File: src/hdl/memory_map_pkg.sv
// Shared constants and types for the startup configuration and memory-map block.
package memory_map_pkg;

	// ********************************************************
	// Register word indices (byte address is four times the index)
	// ********************************************************
	localparam logic [2:0] IDX_CONFIG = 3'h0;
	localparam logic [2:0] IDX_MAP = 3'h1;
	localparam logic [2:0] IDX_OPTIONS = 3'h2;
	localparam logic [2:0] IDX_STATUS = 3'h3;

	// ********************************************************
	// Field positions
	// ********************************************************
	localparam int CFG_SEC_BIT = 3;
	localparam int CFG_WDOG_BIT = 2;
	localparam int CFG_ROM_BIT = 1;
	localparam int CFG_EEPROM_BIT = 0;
	localparam int MAP_RAM_LSB = 4;
	localparam int MAP_REG_LSB = 0;
	localparam int OPT_EDGE_IRQ_BIT = 5;
	localparam int OPT_STOP_DELAY_BIT = 4;
	localparam int OPT_RATE_LSB = 0;
	localparam logic [7:0] OPT_PROTECTED_MASK = 8'h33;
	localparam logic [7:0] OPT_FREE_MASK = 8'hC8;
	localparam int STAT_WINDOW_BIT = 0;
	localparam int STAT_MAP_DONE_BIT = 1;
	localparam int STAT_OPT_DONE_BIT = 2;
	localparam int STAT_SPECIAL_BIT = 3;
	localparam int STAT_SINGLE_BIT = 4;
	localparam int STAT_HOLD_BIT = 5;

	// ********************************************************
	// Reset values
	// ********************************************************
	localparam logic [3:0] CFG_RESET = 4'h0;
	localparam logic [3:0] RAM_PAGE_RESET = 4'h0;
	localparam logic [3:0] REG_PAGE_RESET = 4'h1;
	localparam logic [7:0] OPT_RESET = 8'h00;

	// ********************************************************
	// Timing counts in E-clock cycles
	// ********************************************************
	localparam logic [6:0] PROTECT_WINDOW_CYCLES = 7'h40;
	localparam logic [11:0] STOP_DELAY_CYCLES = 12'hFA0;
	localparam logic [11:0] STOP_BYPASS_CYCLES = 12'h004;

	// ********************************************************
	// Memory map
	// ********************************************************
	localparam logic [11:0] RAM_BYTES = 12'h200;
	localparam logic [11:0] REG_BLOCK_BYTES = 12'h040;
	localparam logic [15:0] ROM_FIRST = 16'hC000;
	localparam logic [15:0] ROM_LAST = 16'hFFFF;
	localparam logic [15:0] EEPROM_FIRST = 16'hB000;
	localparam logic [15:0] EEPROM_LAST = 16'hB7FF;

	// ********************************************************
	// Bus answer
	// ********************************************************
	localparam logic [1:0] RESP_OKAY = 2'h0;
	localparam logic [1:0] RESP_SLVERR = 2'h2;

	typedef enum logic {BUS_IDLE, BUS_ANSWER} bus_state_t;

endpackage

File: src/hdl/stop_exit_delay.sv
// Hold-off counter applied when the core leaves stop mode.
`timescale 1ns/100ps
module stop_exit_delay
	import memory_map_pkg::*;
(
	// Clock and reset
	input wire logic clk_sys,
	input wire logic rst,
	// Control
	input wire logic start,
	input wire logic delay_enable,
	// Status
	output logic busy
);

	logic [11:0] count_ff;
	logic [11:0] nxt_count;

	// The long wait lets the crystal settle; the short one covers the restart itself.
	assign nxt_count = start ? (delay_enable ? STOP_DELAY_CYCLES : STOP_BYPASS_CYCLES)
		: ((count_ff != 12'h000) ? count_ff - 12'h001 : count_ff);
	assign busy = (count_ff != 12'h000);

	always_ff @(posedge clk_sys or posedge rst)
	begin
		if (rst)
			count_ff <= 12'h000;
		else
			count_ff <= nxt_count;
	end

endmodule

File: src/hdl/memory_map_config.sv
// Startup configuration latches, map relocation and option protection with its bus slave.
//
// Our own choices: the Avalon-MM slave port and the register offsets.
`timescale 1ns/100ps
// How it works
// - No security option: security-disable reads 1.
// - Watchdog-disable 1 stops watchdog, 0 runs.
// - ROM enable 0 sends ROM range external.
// - Single-chip mode forces ROM mapped.
// - EEPROM enable 0 sends EEPROM range external.
// - Map register: one write, first 64 cycles.
// - RAM field gives top address digit.
// - RAM starts at address zero after reset.
// - Register field places 64-byte block on page.
// - Register block starts at 1000 hex.
// - Protected option bits take one write.
// - Normal: 64-cycle window; special: anytime.
// - First edge after reset release copies the 4 nonvolatile bits into latches.
// - Stop exit waits 4000 cycles when enabled.
module memory_map_config
	import memory_map_pkg::*;
(
	// Clock and reset
	input wire logic clk_sys,
	input wire logic rst,
	// Avalon-MM slave
	input wire logic [2:0] avs_address,
	input wire logic avs_read,
	input wire logic avs_write,
	input wire logic [31:0] avs_writedata,
	input wire logic [3:0] avs_byteenable,
	output logic [31:0] avs_readdata,
	output logic avs_waitrequest,
	output logic [1:0] avs_response,
	// Mode pins
	input wire logic mode_single_chip_pin,
	input wire logic mode_special_pin,
	// Nonvolatile configuration
	input wire logic security_option,
	input wire logic [3:0] nv_config,
	// Stop mode
	input wire logic stop_exit,
	output logic cpu_hold,
	// Address decode
	input wire logic [15:0] cpu_addr,
	output logic sel_regs,
	output logic sel_ram,
	output logic sel_rom,
	output logic sel_eeprom,
	output logic sel_external,
	// Configuration outputs
	output logic security_enable,
	output logic watchdog_enable,
	output logic rom_map_enable,
	output logic eeprom_map_enable,
	output logic [3:0] ram_page,
	output logic [3:0] reg_page,
	output logic irq_edge_only_select,
	output logic stop_exit_delay_enable,
	output logic [1:0] watchdog_rate_select,
	output logic protect_window_open
);

	// ********************************************************
	// Helpers
	// ********************************************************

	// True when the address falls in the first bytes of the given 4-Kbyte page.
	function automatic logic page_hit(input logic [15:0] addr, input logic [3:0] page,
		input logic [11:0] size);
		page_hit = (addr[15:12] == page) && (addr[11:0] < size);
	endfunction

	// ********************************************************
	// Declarations
	// ********************************************************
	bus_state_t bus_state_ff;
	bus_state_t nxt_bus_state;
	logic [1:0] mode_meta_ff;
	logic [1:0] mode_sync_ff;
	logic load_pending_ff;
	logic [3:0] cfg_ff;
	logic [3:0] ram_page_ff;
	logic [3:0] reg_page_ff;
	logic map_done_ff;
	logic [7:0] opt_ff;
	logic opt_done_ff;
	logic [6:0] cycle_ff;
	logic [31:0] rdata_ff;
	logic [1:0] resp_ff;
	logic single_chip;
	logic special_mode;
	logic bus_req;
	logic wr_commit;
	logic map_wr;
	logic opt_wr;
	logic map_wr_ok;
	logic opt_prot_ok;
	logic [7:0] opt_wmask;
	logic [7:0] nxt_opt;
	logic [7:0] wr_byte;
	logic [7:0] cfg_read;
	logic [7:0] map_read;
	logic [7:0] opt_read;
	logic [7:0] stat_read;
	logic [7:0] read_byte;
	logic addr_mapped;
	logic hold;
	logic hit_regs;
	logic hit_ram;
	logic hit_rom;
	logic hit_eeprom;

	// ********************************************************
	// Mode pin synchroniser
	// ********************************************************
	always_ff @(posedge clk_sys or posedge rst)
	begin
		if (rst)
		begin
			mode_meta_ff <= 2'h0;
			mode_sync_ff <= 2'h0;
		end
		else
		begin
			mode_meta_ff <= {mode_special_pin, mode_single_chip_pin};
			mode_sync_ff <= mode_meta_ff;
		end
	end

	assign single_chip = mode_sync_ff[0];
	assign special_mode = mode_sync_ff[1];

	// ********************************************************
	// Configuration latches
	// ********************************************************

	// The latch is loaded on the first edge after release, never by the reset itself,
	// so the 4 nonvolatile bits are sampled only once they are stable.
	always_ff @(posedge clk_sys or posedge rst)
	begin
		if (rst)
		begin
			load_pending_ff <= 1'b1;
			cfg_ff <= CFG_RESET;
		end
		else if (load_pending_ff)
		begin
			load_pending_ff <= 1'b0;
			cfg_ff <= nv_config;
		end
	end

	assign security_enable = security_option & ~cfg_ff[CFG_SEC_BIT];
	assign watchdog_enable = ~cfg_ff[CFG_WDOG_BIT];
	assign rom_map_enable = cfg_ff[CFG_ROM_BIT] | single_chip;
	assign eeprom_map_enable = cfg_ff[CFG_EEPROM_BIT];

	// ********************************************************
	// Protection window
	// ********************************************************
	always_ff @(posedge clk_sys or posedge rst)
	begin
		if (rst)
			cycle_ff <= 7'h00;
		else if (cycle_ff < PROTECT_WINDOW_CYCLES)
			cycle_ff <= cycle_ff + 7'h01;
	end

	assign protect_window_open = (cycle_ff < PROTECT_WINDOW_CYCLES);

	// ********************************************************
	// Avalon-MM slave
	// ********************************************************

	// Every access takes exactly one wait state; read data is captured at the first edge
	// and writes land at the edge where waitrequest is low.
	assign bus_req = avs_read | avs_write;
	assign avs_waitrequest = bus_req & (bus_state_ff == BUS_IDLE);
	assign wr_commit = avs_write & (bus_state_ff == BUS_ANSWER) & avs_byteenable[0];
	assign wr_byte = avs_writedata[7:0];
	assign addr_mapped = (avs_address <= IDX_STATUS);

	always_comb
	begin
		nxt_bus_state = bus_state_ff;
		unique case (bus_state_ff)
			BUS_IDLE:
				if (bus_req)
					nxt_bus_state = BUS_ANSWER;
			BUS_ANSWER:
				nxt_bus_state = BUS_IDLE;
		endcase
	end

	always_ff @(posedge clk_sys or posedge rst)
	begin
		if (rst)
		begin
			bus_state_ff <= BUS_IDLE;
			rdata_ff <= 32'h0000_0000;
			resp_ff <= RESP_OKAY;
		end
		else
		begin
			bus_state_ff <= nxt_bus_state;
			if (bus_req && (bus_state_ff == BUS_IDLE))
			begin
				rdata_ff <= {24'h00_0000, read_byte};
				resp_ff <= addr_mapped ? RESP_OKAY : RESP_SLVERR;
			end
		end
	end

	assign avs_readdata = rdata_ff;
	assign avs_response = resp_ff;

	// ********************************************************
	// Read multiplexer
	// ********************************************************
	assign cfg_read = {4'h0, ~security_option | cfg_ff[CFG_SEC_BIT],
		cfg_ff[CFG_WDOG_BIT], rom_map_enable, cfg_ff[CFG_EEPROM_BIT]};
	assign map_read = {ram_page_ff, reg_page_ff};
	assign opt_read = opt_ff;
	assign stat_read = {2'h0, hold, single_chip, special_mode, opt_done_ff, map_done_ff,
		protect_window_open};
	assign read_byte = (avs_address == IDX_CONFIG) ? cfg_read
		: (avs_address == IDX_MAP) ? map_read
		: (avs_address == IDX_OPTIONS) ? opt_read
		: (avs_address == IDX_STATUS) ? stat_read
		: 8'h00;

	// ********************************************************
	// Map relocation register
	// ********************************************************
	assign map_wr = wr_commit & (avs_address == IDX_MAP);
	assign map_wr_ok = special_mode | (protect_window_open & ~map_done_ff);

	always_ff @(posedge clk_sys or posedge rst)
	begin
		if (rst)
		begin
			ram_page_ff <= RAM_PAGE_RESET;
			reg_page_ff <= REG_PAGE_RESET;
			map_done_ff <= 1'b0;
		end
		else if (map_wr && map_wr_ok)
		begin
			ram_page_ff <= wr_byte[MAP_RAM_LSB +: 4];
			reg_page_ff <= wr_byte[MAP_REG_LSB +: 4];
			map_done_ff <= 1'b1;
		end
	end

	assign ram_page = ram_page_ff;
	assign reg_page = reg_page_ff;

	// ********************************************************
	// System options register
	// ********************************************************

	// Free bits follow every write; outside special mode the protected group is frozen after its one write.
	assign opt_wr = wr_commit & (avs_address == IDX_OPTIONS);
	assign opt_prot_ok = special_mode | (protect_window_open & ~opt_done_ff);
	assign opt_wmask = OPT_FREE_MASK | (opt_prot_ok ? OPT_PROTECTED_MASK : 8'h00);
	assign nxt_opt = (opt_ff & ~opt_wmask) | (wr_byte & opt_wmask);

	always_ff @(posedge clk_sys or posedge rst)
	begin
		if (rst)
		begin
			opt_ff <= OPT_RESET;
			opt_done_ff <= 1'b0;
		end
		else if (opt_wr)
		begin
			opt_ff <= nxt_opt;
			opt_done_ff <= 1'b1;
		end
	end

	assign irq_edge_only_select = opt_ff[OPT_EDGE_IRQ_BIT];
	assign stop_exit_delay_enable = opt_ff[OPT_STOP_DELAY_BIT];
	assign watchdog_rate_select = opt_ff[OPT_RATE_LSB +: 2];

	// ********************************************************
	// Stop exit hold-off
	// ********************************************************
	stop_exit_delay stop_exit_delay_inst (
		.clk_sys(clk_sys),
		.rst(rst),
		.start(stop_exit),
		.delay_enable(stop_exit_delay_enable),
		.busy(hold)
	);

	assign cpu_hold = hold;

	// ********************************************************
	// Address decode
	// ********************************************************

	// Priority runs registers, RAM, EEPROM, ROM; anything left goes to the external bus.
	assign hit_regs = page_hit(cpu_addr, reg_page_ff, REG_BLOCK_BYTES);
	assign hit_ram = page_hit(cpu_addr, ram_page_ff, RAM_BYTES);
	assign hit_eeprom = (cpu_addr >= EEPROM_FIRST) && (cpu_addr <= EEPROM_LAST);
	assign hit_rom = (cpu_addr >= ROM_FIRST) && (cpu_addr <= ROM_LAST);

	assign sel_regs = hit_regs;
	assign sel_ram = hit_ram & ~hit_regs;
	assign sel_eeprom = hit_eeprom & eeprom_map_enable & ~hit_regs & ~hit_ram;
	assign sel_rom = hit_rom & rom_map_enable & ~hit_regs & ~hit_ram & ~sel_eeprom;
	assign sel_external = ~(sel_regs | sel_ram | sel_eeprom | sel_rom);

endmodule

File: config.mk
export PLATFORM = sky130hd
export DESIGN_NAME = memory_map_config
export DESIGN_NICKNAME = d
export VERILOG_FILES = /design/src/hdl/memory_map_pkg.sv /design/src/hdl/stop_exit_delay.sv /design/src/hdl/memory_map_config.sv
export SDC_FILE = /design/constraint.sdc
export NUM_CORES = 1
export LEC_CHECK = 0
export ABC_AREA = 1
export BUFFER_PORTS_ARGS = -buffer_cell sky130_fd_sc_hd__buf_2
export CAP_MARGIN = 20
export CORE_MARGIN = 5
export CORE_UTILIZATION = 52
export DETAILED_ROUTE_END_ITERATION = 6
export GPL_TIMING_DRIVEN = 0
export PLACE_DENSITY_LB_ADDON = 0.05
export SYNTH_ARGS = -nofsm -noshare
export SYNTH_HDL_FRONTEND = slang
export SYNTH_SLANG_ARGS = --single-unit
File: constraint.sdc
create_clock -name clk_sys -period 2.85 [get_ports clk_sys]
set_clock_uncertainty 0.1 [all_clocks]
set_input_delay 0.57 -clock clk_sys [delete_from_list [all_inputs] [get_ports clk_sys]]
set_output_delay 0.57 -clock clk_sys [all_outputs]
set_load 0.1 [all_outputs]
==> impl_metrics.ini, run 1 <==
[status]
status = finished, final reports clean

[run]
cap_violations = 0

[cts]
insertion_delay_ps = 310
numCtsBuffers = 5
cts_hold_buffers = 0
root_buffer = clkbuf_8
clkSinkCount = 55
cts-resized-gates = 0
cts_tree = built
cts.htree.levels = 2
clk_pin_slew_ps = 100
postCtsSetupBuffers = 0
ctsLongestPathBuffers = 2

[timing]
setup_violations = 0
timing.final.crit_share_pct = 92.2
final.min_clock_period_ps = 2630
relSlewSlack_pct = 65.3
finalHoldViolCount = 0
worstMarginPinSlew_ps = 520
whs_ps = 184
rsz0062_at_grt = false
max_freq_mhz = 381
drv_slew = 0

[logic_synthesis]
ys_ff_latch = 55
synth_area_um2 = 3080
synth_edf_count = 0
netlist_instances = 389
syn_area_per_cell_um2 = 7.93
synth_top_area_share_pct = 43.0
ys.flop_type = dfrtp_1
yosys.area.top_type = dfrtp_1
yosysMostFrequentCell = nand2_1
synth_cell_types = 32
ys_seq_area_share_pct = 44.7
synth_area_leaders = dfrtp_1 (43%), nand2_1 (13%), buf_4 (6.6%), inv_1 (6.2%), nor2_1 (5.6%)
yosys_warnings = 0
synth.top_cells.by_count = nand2_1 (108), dfrtp_1 (53), inv_1 (51)
synthArstFlopShare_pct = 100

[setup_path]
worst_ep_arrival_time_ps = 1960
startpoint_type = flop
cp_max_fo = 5
crit_type = flop to output port
setup.worst_path.end_class = output port
crit_path_start = reg_page[0]
crit_required_ps = 2180
r2r-start = stop_exit_delay_inst.count_ff[0]

[detailed_routing]
drtAntennaViolNets = 0
wirelength_mm = 6.72
vias = 2623
drt-initial-drc-count = 104
dr.pass1.iters = 6
drcViolationCount = 0
routedWlPerCell_um = 11.9
viasPerCell = 4.65

[global_route]
grt_usage_pct = 19.2
grt_max_degree = 33
antenna_found_initial = 0
first_global_vias = 2496
grt_pass1_wl_mm = 11.4
grt_overflow = 0

[floorplanning]
num_rows = 28
die_h_um = 87
ios = 125
die_w_um = 87
core_area_um2 = 5850
start_util_pct = 52.7
dieArea_um2 = 7570

[layout]
stdcell_area_um2 = 3740
drive_above_1_share_pct = 31.3
fin_util_pct = 63.9
num_antenna_cells = 0
nets = 558
syn_to_final_growth_pct = 21.2

[placed_design]
hpwl_mm = 5.58
dpl-instance-area_um2 = 3650
portBuffers = 66
gp_congestion = 0.855

[pwr]
vdd_ir_drop_max_uv = 421
powerDensity_nw_per_um2 = 755
p_leak_nw = 2.11

[worst_hold_path]
hold_path_class = input port to async pin
## power by group
group	leakage, nW	internal, W	switching, W
clock	0.0402	0.000171	0.000254
combinational	1.40	0.000325	0.00104
sequential	0.669	0.000919	0.000114
total	2.11	0.00142	0.00140
## sequential cells by signal (all words and copies together), names as in the netlist, named ones only
| register | count |
|---|---|
| avs_readdata | 8 |
| avs_response | 1 |
| bus_state_ff | 1 |
| cfg_ff | 4 |
| cycle_ff | 7 |
| load_pending_ff | 1 |
| map_done_ff | 1 |
| mode_meta_ff | 2 |
| mode_sync_ff | 2 |
| opt_done_ff | 1 |
| opt_ff | 3 |
| ram_page | 4 |
| reg_page | 4 |
| stop_exit_delay_inst.count_ff | 12 |
## final timing paths
kind | cells after the start | end | slack (ps)
max | 7 | sel_external | 220
min | 2 | avs_readdata[5] | 180
max reg2reg | 9 | avs_readdata[5] | 1340
min reg2reg | 0 | mode_sync_ff[1] | 260
max in group asynchronous | 3 | load_pending_ff | 1850
min in group clk_sys | 0 | mode_sync_ff[1] | 260
## cells in the final DEF, fill, tap and decap left out, types with 2 or more instances in the layout
cell type	Yosys	layout
nand2_1	108	108
buf_2	1	67
dfrtp_1	53	50
inv_1	51	49
nor2_1	46	42
buf_4	27	27
conb_1	1	26
nand3_1	16	16
o21ai_0	15	15
o21ai_2	9	9
nor2_4	6	7
nor2_2	4	7
inv_2	4	5
clkbuf_8	0	5
nand2_4	4	4
a21oi_2	4	4
a21oi_1	4	4
xor2_1	4	4
o211ai_1	4	4
o21ai_1	3	3
nand4_1	3	3
xnor2_1	3	3
clkinvlp_4	0	3
ha_1	3	3
dfrtp_2	0	3
nand3_2	2	2
or2_2	2	2
nor3_1	2	2
mux2_2	2	2
o22ai_1	2	2
## critical path: stages, from the launching register on
cell and delay (ps):
dfstp_4 660, nand2_1 50, nand2_1 50, nor2_1 40, nand3_1 170, nand3_1 150
nor2_2 100, buf_2 420
## stage by stage
stage	TNS [ps]	std cells	total power [W]	worst slack [ps]
after floorplan	-215	414	0.00219	-73.3
after global placement	-222	555	0.00238	-75.6
after detailed placement	0	556	0.00242	402
after CTS	0	564	0.00284	208
after global routing	0	564	0.00301	104
final	0	564	0.00282	224
## layer usage
metal  track usage [%]  wire [um]  up-vias
met1              22.6       2730     1219
met3              3.50        280        9
li1                  -          -     1343
met4              6.80        113        0
met2              34.5       3600       52
met5                 0          0        -
## cell type report
| cell class | count | area (um^2) |
|---|---|---|
| plain buffers | 29 | 219 |
| flip-flops and latches | 55 | 1390 |
| fillers | 576 | 2110 |
| repair buffers | 67 | 350 |
| inverters | 55 | 210 |
| clock inverters | 3 | 20.0 |
| well taps | 75 | 93.8 |
| multi-input cells | 275 | 1390 |
| clock buffers | 5 | 68.8 |
## logic make-up after synthesis
kind of cell | Yosys count | synth area share (%)
buffers and inverters | 84 | 13.8
AND/OR/NAND/NOR | 195 | 28.2
AO/OA/AOI/OAI | 42 | 9.17
adder cells (fa/ha/maj) | 3 | 1.22
other | 1 | 0.122
flip-flops | 55 | 44.7
multiplexers | 2 | 0.730
XOR/XNOR | 7 | 1.99
Power figures use the tool's default switching activity.
==> run 2: changes to the inputs <==
--- a/config.mk
+++ b/config.mk
@@ -8,6 +8,7 @@
 export ABC_AREA = 1
 export BUFFER_PORTS_ARGS = -buffer_cell sky130_fd_sc_hd__buf_2
 export CAP_MARGIN = 20
+export CORE_ASPECT_RATIO = 2
 export CORE_MARGIN = 5
 export CORE_UTILIZATION = 52
 export DETAILED_ROUTE_END_ITERATION = 6
==> impl_metrics.ini, run 2 (synthesized netlist as in run 1, its figures left out) <==
[status]
status = finished, final reports clean

[global_route]
first_global_vias = 2699
grt_pass1_wl_mm = 12.6
antenna_found_initial = 0
grt_usage_pct = 21.3
grt_overflow = 0
grt_max_degree = 37

[placed_design]
hpwl_mm = 6.15
gp_congestion = 0.871
portBuffers = 66

[cts]
root_buffer = clkbuf_16
cts-resized-gates = 0
numCtsBuffers = 5
clkSinkCount = 55
ctsLongestPathBuffers = 2
cts_tree = built
insertion_delay_ps = 300
cts.htree.levels = 2
cts_hold_buffers = 0
postCtsSetupBuffers = 0
clk_pin_slew_ps = 70

[floorplanning]
ios = 125
die_h_um = 119
dieArea_um2 = 7660
num_rows = 39
die_w_um = 64.4
core_area_um2 = 5760
start_util_pct = 53.5

[timing]
timing.final.crit_share_pct = 93.2
setup_violations = 0
drv_slew = 0
finalHoldViolCount = 0
max_freq_mhz = 377
timing.setup.tns_ps = 0
rsz0062_at_grt = false
final.min_clock_period_ps = 2660

[layout]
nets = 558
register_area_um2 = 1390
syn_to_final_growth_pct = 22.4
top_register = stop_exit_delay_inst.count_ff
largest_reg_flops = 12
fill_cells = 557
mostFrequentLayoutCell = nand2_1
layout_common_cells = nand2_1 (108), buf_2 (67), dfrtp_1 (50), inv_1 (49), nor2_1 (42)
drive_above_1_share_pct = 31.3
num_antenna_cells = 0
fin_util_pct = 65.5
multiInputGateArea_um2 = 1390

[setup_path]
slowest_delay_ps = 650
setup.worst_path.end_class = output port
worstPathCellList = nand2_1, nand2_1, nor2_1, nand3_1, nand3_1, nor2_2, buf_2
crit_slowest_cell = dfstp_4
worst_ep_arrival_time_ps = 1990
crit_required_ps = 2180
cp_max_fo = 5
path_buf_inv = 1
cp_top_family = flip-flops
crit_type = flop to output port
startpoint_type = flop

[detailed_routing]
wirelength_mm = 7.34
routedWlPerCell_um = 13.4
drcViolationCount = 0
dr.pass1.iters = 4
drt-initial-drc-count = 86
viasPerCell = 4.80
vias = 2638
drtAntennaViolNets = 0

[pwr]
finalPower_w = 0.00302
powerDensity_nw_per_um2 = 800
p_leak_nw = 2.14
vdd_ir_drop_max_uv = 629

[worst_hold_path]
hold_path_class = input port to async pin

[run]
cap_violations = 0
## run 2: cell types whose count changed in the layout (fill, tap and decap cells not counted)
cell | previous run | this run
clkinvlp_4 | 3 | 1
inv_6 | 0 | 1
clkbuf_16 | 0 | 5
clkbuf_8 | 5 | 0
clkinv_2 | 1 | 2
## run 2: worst reg2reg max path, stage by stage, from the launching register on
cell	delay, ps
dfrtp_1	340
inv_1	90
ha_1	250
nand2_1	170
inv_2	70
or2_2	270
nand4_1	70
inv_1	40
## run 2: final cells by class
class	count	area share [%]
Clock buffer	5	3.32
Clock inverter	3	0.497
Timing Repair Buffer	67	9.28
Multi-Input combinational cell	275	36.8
Buffer	29	5.80
Sequential cell	55	36.7
Tap cell	61	2.02
Inverter	55	5.57
## run 2: where the power goes
| part | total, W | internal, W | switching (W) |
|---|---|---|---|
| Sequential | 0.00104 | 0.000920 | 0.000119 |
| Clock | 0.000607 | 0.000326 | 0.000281 |
| Combinational | 0.00137 | 0.000326 | 0.00105 |
## run 2: path summary, 6_finish.rpt
kind	endpoint	cells after the start	slack, ps	startpoint
min in group clk_sys	mode_sync_ff[1]	0	250	mode_meta_ff[1]
max in group asynchronous	reg_page[0]	3	1860	rst
hold / removal	avs_readdata[6]	2	180	rst
setup reg to reg	stop_exit_delay_inst.count_ff[4]	7	1350	stop_exit_delay_inst.count_ff[0]
setup / recovery	sel_external	7	190	reg_page[0]
hold reg to reg	mode_sync_ff[1]	0	250	mode_meta_ff[1]
## run 2: per-layer routing
layer	global-route usage, %	part of all wire, %	vias to the layer above
met2	41.3	59	53
met1	20.7	33	1218
met4	10.2	3.4	0
met3	3.86	4.2	17
li1	-	-	1350
met5	0	0	-
## run 2: stage by stage
step	instance area, um^2	instances	setup WS, ps	hold WS (ps)
4_1_cts	3770	550	185	184
5_1_grt	3770	550	66.6	210
6_report	3770	550	194	179
2_1_floorplan	3200	414	-73.3	231
3_3_place_gp	3610	541	-42.0	233
3_5_place_dp	3630	542	346	240
==> run 3: changes to the inputs <==
--- a/config.mk
+++ b/config.mk
@@ -14,6 +14,7 @@
 export DETAILED_ROUTE_END_ITERATION = 6
 export GPL_TIMING_DRIVEN = 0
 export PLACE_DENSITY_LB_ADDON = 0.05
+export SETUP_SLACK_MARGIN = 0.2
 export SYNTH_ARGS = -nofsm -noshare
 export SYNTH_HDL_FRONTEND = slang
 export SYNTH_SLANG_ARGS = --single-unit
==> impl_metrics.ini, run 3 (synthesized netlist as in run 1, its figures left out) <==
[status]
status = finished, final reports clean

[global_route]
grt_usage_pct = 20.9
grt_overflow = 0
grt_use_met2_pct = 38.9
use_met3_pct = 4.14
first_global_vias = 2588
antenna_found_initial = 0
use_met1_pct = 21.2
busiest_layer = met2
grt_pass1_wl_mm = 12.4
grt_max_degree = 37

[floorplanning]
dieArea_um2 = 7660
die_h_um = 119
die_w_um = 64.4
start_util_pct = 53.5
ios = 125
num_rows = 39
core_area_um2 = 5760

[placed_design]
place_ws_ps = 364
dpl-instance-area_um2 = 3630
hpwl_mm = 6.13
portBuffers = 66
gp_congestion = 0.871

[cts]
clk_pin_slew_ps = 70
cts.htree.levels = 2
postCtsSetupBuffers = 0
insertion_delay_ps = 300
clkSinkCount = 55
cts_tree = built
root_buffer = clkbuf_16
ctsLongestPathBuffers = 2
numCtsBuffers = 5

[detailed_routing]
drcViolationCount = 0
wirelength_mm = 7.37
dr.pass1.iters = 4
drtAntennaViolNets = 0
viasPerCell = 4.74
routedWlPerCell_um = 13.4
drt-initial-drc-count = 65
vias = 2606

[setup_path]
crit_path_start = reg_page[0]
startpoint_type = flop
crit_type = flop to output port
worst_ep_arrival_time_ps = 1870
cp_max_fo = 5
r2r-start = stop_exit_delay_inst.count_ff[0]
crit_required_ps = 2180
setup.worst_path.end_class = output port

[pwr]
vdd_ir_drop_max_uv = 500
finalPower_w = 0.00304
powerDensity_nw_per_um2 = 801
p_leak_nw = 2.14

[layout]
top_register = stop_exit_delay_inst.count_ff
mostFrequentLayoutCell = nand2_1
fill_cells = 535
syn_to_final_growth_pct = 23.2
stdcell_area_um2 = 3800
largest_reg_flops = 12
drive_above_1_share_pct = 31.1
nets = 558
fin_util_pct = 66.0
num_antenna_cells = 0
layout_common_cells = nand2_1 (108), buf_2 (62), dfrtp_1 (50), inv_1 (49), nor2_1 (42)

[timing]
drv_slew = 0
setup_violations = 0
rsz0062_at_grt = false
timing.final.crit_share_pct = 89.0
final.min_clock_period_ps = 2540
timing.setup.tns_ps = 0
fin_ws_ps = 314
max_freq_mhz = 394
finalHoldViolCount = 0

[run]
cap_violations = 0

[worst_hold_path]
hold_path_class = input port to async pin
## run 3: cell count changes in the layout (fill, tap and decap cells not counted), sizes merged
| cell | before | now |
|---|---|---|
| inv | 55 | 54 |
| buf | 96 | 94 |
| clkinv | 2 | 1 |
| clkbuf | 5 | 9 |
## run 3: layout make-up
cell class                      instances  area (um^2)  share of cell area [%]
Buffer                                 29          219                    5.76
Clock buffer                            7          143                    3.75
Clock inverter                          1         8.76                   0.231
Inverter                               55          210                    5.53
Multi-Input combinational cell        275         1390                    36.7
Sequential cell                        55         1390                    36.5
Tap cell                               61         76.3                    2.01
Timing Repair Buffer                   67          363                    9.55
## run 3: path summary, 6_finish.rpt
| kind | slack (ps) | endpoint | cells after the start |
|---|---|---|---|
| setup / recovery | 310 | sel_external | 7 |
| hold / removal | 170 | avs_readdata[6] | 2 |
| setup reg to reg | 1360 | stop_exit_delay_inst.count_ff[4] | 7 |
| hold reg to reg | 250 | mode_sync_ff[0] | 0 |
| max in group asynchronous | 1880 | reg_page[0] | 3 |
| min in group clk_sys | 250 | mode_sync_ff[0] | 0 |
## run 3: critical path, cell delays in order (launching register included)
cell and delay (ps):
dfstp_4 660, nand2_1 60, nand2_1 60, nor2_1 40, nand3_1 170, nand3_1 160, nor2_2 120, buf_4 300
## run 3: report_power, final
group	switching, W	internal (W)
clock	0.000276	0.000352
combinational	0.00105	0.000328
sequential	0.000119	0.000920
## run 3: repair_timing
item | 4_1_cts | 5_1_grt
gates resized for setup | 3 | 2
hold buffers | 0 | 0
endpoints found under the setup margin | 3 | 2
## run 3: through the flow
stage               hold WS [ps]  std cells
floorplan                    231        414
global placement             232        541
detailed placement           236        542
CTS                          185        550
global route                 212        550
finish                       170        550
## run 3: layer usage
layer | share of wire [%] | vias up
met5 | 0 | -
met4 | 3.7 | 0
met3 | 3.7 | 18
met2 | 59 | 46
met1 | 33 | 1196
li1 | - | 1346
